**src/ptb_pkg.sv**
```systemverilog
// package: register map, fields and state of the periodic timebase counter
package ptb_pkg;

  // ==========================================================
  // register indices (byte address = 4 * index)
  localparam logic [5:0] COUNT_VALUE_IDX = 6'h36;
  localparam logic [5:0] CTRL_STATUS_IDX = 6'h37;

  // ==========================================================
  // control/status field positions
  localparam int PSEL_LSB = 0;
  localparam int RUN_BIT = 3;
  localparam int RIE_BIT = 4;
  localparam int ROLL_BIT = 5;

  // ==========================================================
  // reset values and counter maximum
  localparam logic [7:0] COUNT_RST = 8'h00;
  localparam logic [7:0] CTRL_RST = 8'h00;
  localparam logic [7:0] PRESC_RST = 8'h00;
  localparam logic [7:0] COUNT_MAX = 8'hff;

  // ==========================================================
  // control/status layout as read back
  typedef struct packed {
    logic [1:0] rsvd;
    logic roll;
    logic rie;
    logic run;
    logic [2:0] psel;
  } ptb_csr_t;

  // ==========================================================
  // whole module state
  typedef struct packed {
    logic [7:0] cnt;
    logic [7:0] presc;
    logic roll;
    logic rie;
    logic run;
    logic [2:0] psel;
    logic ack;
    logic [31:0] dat;
    logic irq;
  } ptb_state_t;

endpackage

```
**src/ptb_timebase.sv**
```systemverilog
// periodic timebase counter with a classic wishbone register slave
// ==========================================================
// Functional notes
// - A free-running 8-bit up-counter that never reloads or stops on wrap.
// - Setting run-enable resumes counting from the held value, not zero.
// - The counter advances by one on each tick of the selected prescaler.
// - A wrap from ff to 00 sets the rollover flag whatever the enable.
// - The interrupt request is high while rollover flag and enable are set.
// - Software may write the counter anytime; counting goes on from it.
// - Only hardware sets the flag; a status read clears it, writes do not.
// - With run-enable low the counter holds and the prescaler is in reset.
// - A 3-bit prescale select picks power-of-two division from 2 to 256.
// - Reset clears the counter and every control/status bit to zero.
`timescale 1ns/1ps
module ptb_timebase (
  // clock and reset
  input wire logic ref_clk,
  input wire logic rstn,
  // classic wishbone slave
  input wire logic wb_cyc_i,
  input wire logic wb_stb_i,
  input wire logic wb_we_i,
  input wire logic [7:0] wb_adr_i,
  input wire logic [3:0] wb_sel_i,
  input wire logic [31:0] wb_dat_i,
  output logic [31:0] wb_dat_o,
  output logic wb_ack_o,
  // power mode and interrupt
  input wire logic halt_mode,
  output logic irq
);

  // ==========================================================
  // reset release
  logic [1:0] rst_sync_r;
  logic rst_n;

  always_ff @(posedge ref_clk or negedge rstn) begin
    if (!rstn) begin
      rst_sync_r <= 2'b00;
    end else begin
      rst_sync_r <= {rst_sync_r[0], 1'b1};
    end
  end

  assign rst_n = rst_sync_r[1];

  // ==========================================================
  // state
  ptb_pkg::ptb_state_t s_r;
  ptb_pkg::ptb_state_t s_nxt;
  ptb_pkg::ptb_state_t s_rst;

  logic acc;
  logic wr_cnt;
  logic wr_csr;
  logic rd_csr;
  logic active;
  logic [7:0] tick_mask;
  logic tick;
  logic wrap;
  ptb_pkg::ptb_csr_t csr_view;

  always_comb begin
    s_rst = '0;
    s_rst.cnt = ptb_pkg::COUNT_RST;
    s_rst.presc = ptb_pkg::PRESC_RST;
    s_rst.roll = ptb_pkg::CTRL_RST[ptb_pkg::ROLL_BIT];
    s_rst.rie = ptb_pkg::CTRL_RST[ptb_pkg::RIE_BIT];
    s_rst.run = ptb_pkg::CTRL_RST[ptb_pkg::RUN_BIT];
    s_rst.psel = ptb_pkg::CTRL_RST[ptb_pkg::PSEL_LSB +: 3];
  end

  // ==========================================================
  // bus decode: one access per request, ack one cycle later
  assign acc = wb_cyc_i && wb_stb_i && !s_r.ack;
  assign wr_cnt = acc && wb_we_i && wb_sel_i[0] &&
                  (wb_adr_i[7:2] == ptb_pkg::COUNT_VALUE_IDX);
  assign wr_csr = acc && wb_we_i && wb_sel_i[0] &&
                  (wb_adr_i[7:2] == ptb_pkg::CTRL_STATUS_IDX);
  assign rd_csr = acc && !wb_we_i &&
                  (wb_adr_i[7:2] == ptb_pkg::CTRL_STATUS_IDX);

  // ==========================================================
  // prescaler and tick
  // halt stops counting and clears the prescaler, bus writes still land
  assign active = s_r.run && !halt_mode;
  // code n divides by 2^(n+1): low n+1 bits all ones
  assign tick_mask = 8'hff >> (3'h7 - s_r.psel);
  assign tick = active && ((s_r.presc & tick_mask) == tick_mask);
  assign wrap = tick && !wr_cnt && (s_r.cnt == ptb_pkg::COUNT_MAX);

  always_comb begin
    csr_view = '0;
    csr_view.roll = s_r.roll;
    csr_view.rie = s_r.rie;
    csr_view.run = s_r.run;
    csr_view.psel = s_r.psel;
  end

  // ==========================================================
  // next state
  always_comb begin
    s_nxt = s_r;
    s_nxt.ack = acc;
    // prescaler held in reset while stopped
    if (active) begin
      s_nxt.presc = s_r.presc + 8'h01;
    end else begin
      s_nxt.presc = ptb_pkg::PRESC_RST;
    end
    // software write beats the increment so the written value sticks
    if (wr_cnt) begin
      s_nxt.cnt = wb_dat_i[7:0];
    end else if (tick) begin
      s_nxt.cnt = s_r.cnt + 8'h01;
    end
    if (wr_csr) begin
      s_nxt.rie = wb_dat_i[ptb_pkg::RIE_BIT];
      s_nxt.run = wb_dat_i[ptb_pkg::RUN_BIT];
      s_nxt.psel = wb_dat_i[ptb_pkg::PSEL_LSB +: 3];
    end
    // set wins over the read clear so no wrap is lost
    if (wrap) begin
      s_nxt.roll = 1'b1;
    end else if (rd_csr) begin
      s_nxt.roll = 1'b0;
    end
    s_nxt.dat = '0;
    if (acc && !wb_we_i) begin
      case (wb_adr_i[7:2])
        ptb_pkg::COUNT_VALUE_IDX: s_nxt.dat = {24'h000000, s_r.cnt};
        ptb_pkg::CTRL_STATUS_IDX: s_nxt.dat = {24'h000000, csr_view};
        default: s_nxt.dat = '0;
      endcase
    end
    s_nxt.irq = s_nxt.roll && s_nxt.rie;
  end

  always_ff @(posedge ref_clk or negedge rst_n) begin
    if (!rst_n) begin
      s_r <= '0;
    end else begin
      s_r <= s_nxt;
    end
  end

  assign wb_dat_o = s_r.dat;
  assign wb_ack_o = s_r.ack;
  assign irq = s_r.irq;
endmodule

```
**config.mk**
```make
export PLATFORM = sky130hd
export DESIGN_NAME = ptb_timebase
export DESIGN_NICKNAME = d
export VERILOG_FILES = /design/src/ptb_pkg.sv /design/src/ptb_timebase.sv
export SDC_FILE = /design/constraint.sdc
export NUM_CORES = 1
export LEC_CHECK = 0
export ABC_AREA = 1
export BUFFER_PORTS_ARGS = -buffer_cell sky130_fd_sc_hd__buf_2
export CORE_ASPECT_RATIO = 1.4
export CORE_MARGIN = 2
export CORE_UTILIZATION = 44
export DETAILED_ROUTE_END_ITERATION = 8
export HOLD_SLACK_MARGIN = 0.05
export PLACE_DENSITY = 0.88
export SETUP_SLACK_MARGIN = 0.4
export SLEW_MARGIN = 40
export SYNTH_ARGS = -nofsm -noshare
export SYNTH_HDL_FRONTEND = slang
export SYNTH_SLANG_ARGS = --single-unit
```
**constraint.sdc**
```tcl
create_clock -name ref_clk -period 1.1 [get_ports ref_clk]
set_clock_uncertainty 0.15 [all_clocks]
set_input_delay 0.11 -clock ref_clk [delete_from_list [all_inputs] [get_ports ref_clk]]
set_output_delay 0.11 -clock ref_clk [all_outputs]
set_load 0.05 [all_outputs]
```
---- Word-level counts from Yosys, hierarchy flattened ----
Index checks and enable logic that the tools add are counted.
operators by class
  add/subtract/negate cells ............... 3
  equality and inequality tests ........... 4
  shifts and indexed selects .............. 1
  mux-type cells .......................... 8
  bitwise operators ....................... 1
  reductions and logical operators ........ 18
operator list
  kind                   count
  $mux W8                4
  $add A8 B1 Y8 const B  2
  $pmux W8 S2            1
  $logic_and A1 B1 Y1    13
  $eq A6 B6 Y1 const B   2
  $and A8 B8 Y8          1
  $eq A8 B8 Y1           1
  $eq A8 B8 Y1 const B   1
  $shr A8 B3 Y8 const A  1
  $mux W5                1
  $logic_not A1 Y1       4
  $sub A3 B3 Y3 const A  1
  $mux W1                2
  $reduce_bool A2 Y1     1
storage, ports and cells
  flip-flop bits (word level) ............. 58
  input port bits ......................... 50
  output and inout bits ................... 34
  word-level logic and storage cells ...... 45

---- Logic depth before layout (Yosys ltp) ----
  word-level depth ........................ 10
  depth in mapped cells ................... 10
  mapped depth without buffers ............ 10

---- Worst setup path before layout ----
No wires, ideal clock.
  path kind ............................... register to register
  from .................................... register s_r, in the netlist wb_ack_o
  to ...................................... register s_r[53] (netlist name)
  setup time .............................. 0.118 ns
  data arrival time ....................... 1.387 ns
  required time ........................... 0.832 ns
  slack ................................... -0.555 ns
  cell stages (with the launch flop) ...... 9
  path buffers ............................ 1
  period minus slack after synthesis ...... 1.655 ns
  cell sequence ........................... dfrtp_1 > nand3b_4 > nor2_4 > nand2_4 > buf_6 > nand2_1 > nand2_1 > nand2_2 > o21ai_2
between the ends
  cells in the longest elaborated chain, start to end .. 6
  elaborated cells on any way between the ends .. 7
  those cells by class .................... 1 x mux; 6 x reduce/logical
RTL lines
  element                                        line                 source
  start, declared                                ptb_timebase.sv:50   ptb_pkg::ptb_state_t s_r;
  start signal, assigned                         ptb_timebase.sv:144  s_r <= s_nxt;
  $logic_not A1 Y1 *                             ptb_timebase.sv:76   assign acc = wb_cyc_i && wb_stb_i && !s_r.ack;
  $logic_and A1 B1 Y1 *                          ptb_timebase.sv:76
  $logic_and A1 B1 Y1 * (3 in a row)             ptb_timebase.sv:77   assign wr_cnt = acc && wb_we_i && wb_sel_i[0] &&
  $mux W8 or $reduce_bool A2 Y1 (tied branches)  --
Mark *: on every way between the ends. The rest lies on a longest branch, timed or not.
A chain may end at the register's enable or synchronous reset.

---- Worst setup path in the final report ----
  from .................................... register s_r, in the netlist csr_view[1]
  to ...................................... register s_r[51] (netlist name)
between the ends
  cells in the longest elaborated chain, start to end .. 6
RTL lines
  element                         line                source
  $sub A3 B3 Y3 *                 ptb_timebase.sv:89  assign tick_mask = 8'hff >> (3'h7 - s_r.psel);
  $shr A8 B3 Y8 *                 ptb_timebase.sv:89
  $and A8 B8 Y8                   ptb_timebase.sv:90  assign tick = active && ((s_r.presc & tick_mask) == tick_mask);
  $eq A8 B8 Y1 *                  ptb_timebase.sv:90
  $logic_and A1 B1 Y1 *           ptb_timebase.sv:90
  $reduce_bool A2 Y1 (no line) *  --
Marks and branches as above.

==> impl_metrics.tcl <==
set metrics [dict create \
    cts_buffer_depth 2 \
    cts_buffers 5 \
    area_delta_synth_final_pct 45.3 \
    setup-violations-final 30 \
    routed.top_layer "met4" \
    initial_core_util 0.460 \
    n_antenna_cell 0 \
    place.gp.congestion 0.856 \
    holdWs_ns -0.0151 \
    dr_wl_met3_um 270 \
    nNetsFinal 375 \
    wl_per_cell_um 13.7 \
    ys_top_cells_by_area "dfrtp_1, buf_4, nand2_1" \
    drt-total-wl_mm 5.29 \
    std_cell_rows 29 \
    setup_ws_ns -0.426 \
    io_pins 84 \
    violations "negative hold slack, negative setup slack" \
    via_count 1837 \
    port_buffers 30 \
    syn_inst 246 \
    hold_viol 4 \
    drive_above_1_share 0.543 \
    route.detailed.drc 0 \
    post-route-period-util 1.39 \
    grt_max_degree 17 \
    worstHoldPathType "in -> reg" \
    rsz0062_at_grt "yes" \
    outcome "finished with violations" \
    grt_pass1_vias 1804 \
    via_per_inst 4.76 \
    drtIter0Drc 50 \
    fin_crit_ns 1.53 \
    cp_max_fo 7 \
    post-synth-top-area-cell "dfrtp_1" \
    max_clock_freq_mhz 655 \
    place_inst 363 \
    die_area_um2 5310 \
    synth_enable_flop_cells 0 \
    antenna_found_initial 0 \
    nFillCells 333 \
    cp.required_ns 1.16 \
    clock_latency_ns 0.29 \
    synth-seq-cells 34 \
    ir_drop_mv 0.872 \
    async_reset_ff_frac 1.00 \
    htreeDepth 2 \
    worstPathArrival_ns 1.59 \
    synth_top_flop_cell "dfrtp_1" \
    die_h_um 85.4 \
    clkTransAtPathRegs_ns 0.07 \
    p_per_area_nw_per_um2 988 \
    root_buffer "clkbuf_8" \
    core_area_um2 4540 \
    cellLeakagePower_nw 1.49 \
    worstHoldStart "wb_dat_i[1]" \
    synth_warnings 0 \
    cts_tree "done" \
    crit_path_end_kind "flip-flop" \
    ant_nets 0 \
    ys_seq_area_frac 0.408 \
    grt_use_total 0.201 \
    netlist_area_um2 2080 \
    drv_cap 0 \
    first_pass_iters 4 \
    dpl.hpwl_mm 3.28 \
    syn_area_per_cell_um2 8.47 \
    timing.rr.start "csr_view[1]$_DFFE_PN0N_" \
    ctsHoldBuffers 1 \
    cts.sinks 34 \
    path_class "reg -> reg" \
    layoutNonFillerInstCount 386 \
    m1WireLength_mm 1.86 \
    total_power_mw 2.99 \
    synth_top_area_share 0.408 \
    routed-wl-met2_mm 2.98 \
    critPathLaunchType "flip-flop" \
    globalRouteOverflowTotal 0 \
    crit_path_start "csr_view[1]$_DFFE_PN0N_" \
    die-width_um 62.2 \
    slew_viol_final 0 \
    grt_pass1_wl_mm 8.42 \
    synth_cell_types 28 \
]
[synth_stat cells, types with 2 or more instances]
library cell,instances
nor3_1,4
nand2_4,2
inv_1,29
nand2_1,50
dfrtp_1,34
nor2_2,4
ha_1,2
nand3_1,16
buf_4,32
nand3_2,2
o32ai_1,3
a21oi_1,5
xor2_1,4
nand4_1,4
nor2_4,4
inv_2,6
o21ai_2,12
o21ai_0,9
conb_1,2
nor2_1,10
nand2_2,5
[final cells by class]
cell class	instances	area, um^2	share of cell area
Clock buffer	7	86.3	0.0285
Clock inverter	1	30.0	0.00992
Inverter	35	141	0.0467
Multi-Input combinational cell	166	1150	0.380
Sequential cell	34	861	0.284
Tap cell	62	77.6	0.0256
Timing Repair Buffer	81	681	0.225
[metrics by stage]
step                       util  instance area (um^2)  setup slack [ns]  TNS [ns]  hold slack (ns)
after floorplan               -                  2230            -0.466     -8.66           -0.336
after global placement    0.540                  2450            -0.349     -7.19           -0.254
after CTS                 0.625                  2830            -0.382     -8.58          -0.0253
final                     0.668                  3030            -0.426     -9.80          -0.0151
after detailed placement  0.540                  2450            -0.399     -8.28           -0.253
after global routing      0.668                  3030            -0.511    -11.53         -0.00732
[critical path, cell delays in order, from the launching register on]
cell     delay, ns
dfrtp_2       0.46
inv_2         0.09
nand3_2       0.07
nand2_1       0.08
nand2_2       0.07
nor2_4        0.12
nand2_2       0.07
nand2_4       0.12
buf_12        0.13
nand2_1       0.06
o21ai_2       0.05
[sequential cells by signal, indices dropped and copies added (netlist names)]
| signal | cells |
|---|---|
| s_r | 16 |
| wb_dat_o | 8 |
| csr_view | 6 |
| rst_sync_r | 2 |
| irq | 1 |
| wb_ack_o | 1 |
[layout by cell type (no fill, tap or decap), drive strengths merged, types with 2 or more instances in the layout]
cell type / netlist / layout
a21oi: 6 / 6
buf: 34 / 80
clkbuf: 0 / 7
conb: 2 / 25
dfrtp: 34 / 34
ha: 2 / 2
inv: 35 / 35
nand2: 57 / 57
nand3: 18 / 18
nand4: 4 / 4
nor2: 19 / 19
nor3: 4 / 4
o21ai: 21 / 21
o32ai: 3 / 3
xor2: 4 / 4
[power breakdown]
part | total (mW) | internal, mW | switching (mW)
logic | 0.509 | 0.148 | 0.362
clock network | 1.19 | 0.739 | 0.449
registers | 1.30 | 1.27 | 0.0222
[metal layers]
metal  GRT usage  up-vias
met2       0.383       71
li1            -      875
met3      0.0411       15
met1       0.209      876
met4      0.0949        0
met5           0        -
[worst paths after layout]
kind | cells after the start | slack, ns | endpoint
setup / recovery | 10 | -0.43 | s_r[51]$_DFFE_PN0P_
hold reg to reg | 1 | 0.11 | wb_ack_o$_DFF_PN0_
min in group asynchronous | 2 | -0.01 | rst_sync_r[1]$_DFF_PN0_
setup reg to reg | 10 | -0.43 | s_r[51]$_DFFE_PN0P_
hold / removal | 3 | -0.02 | csr_view[1]$_DFFE_PN0N_
max in group asynchronous | 1 | 0.53 | s_r[47]$_DFF_PN0_
[logic make-up after synthesis]
logic type	count (synthesis)	synth area share
other	2	0.00360
XOR/XNOR	4	0.0168
AND/OR/NAND/NOR	103	0.256
buffers and inverters	69	0.193
adder cells (fa/ha/maj)	2	0.0120
flip-flops	34	0.408
AO/OA/AOI/OAI	32	0.110
[what timing repair did]
item | in CTS | in global routing
cloned | 0 | 0
resized for setup | 57 | 36
buffers inserted | 6 | 8
pin swaps | 7 | 10
setup endpoints to repair | 74 | 42
endpoints found under the hold margin | 11 | 7
Note: power is estimated with default switching activity, not from simulation.
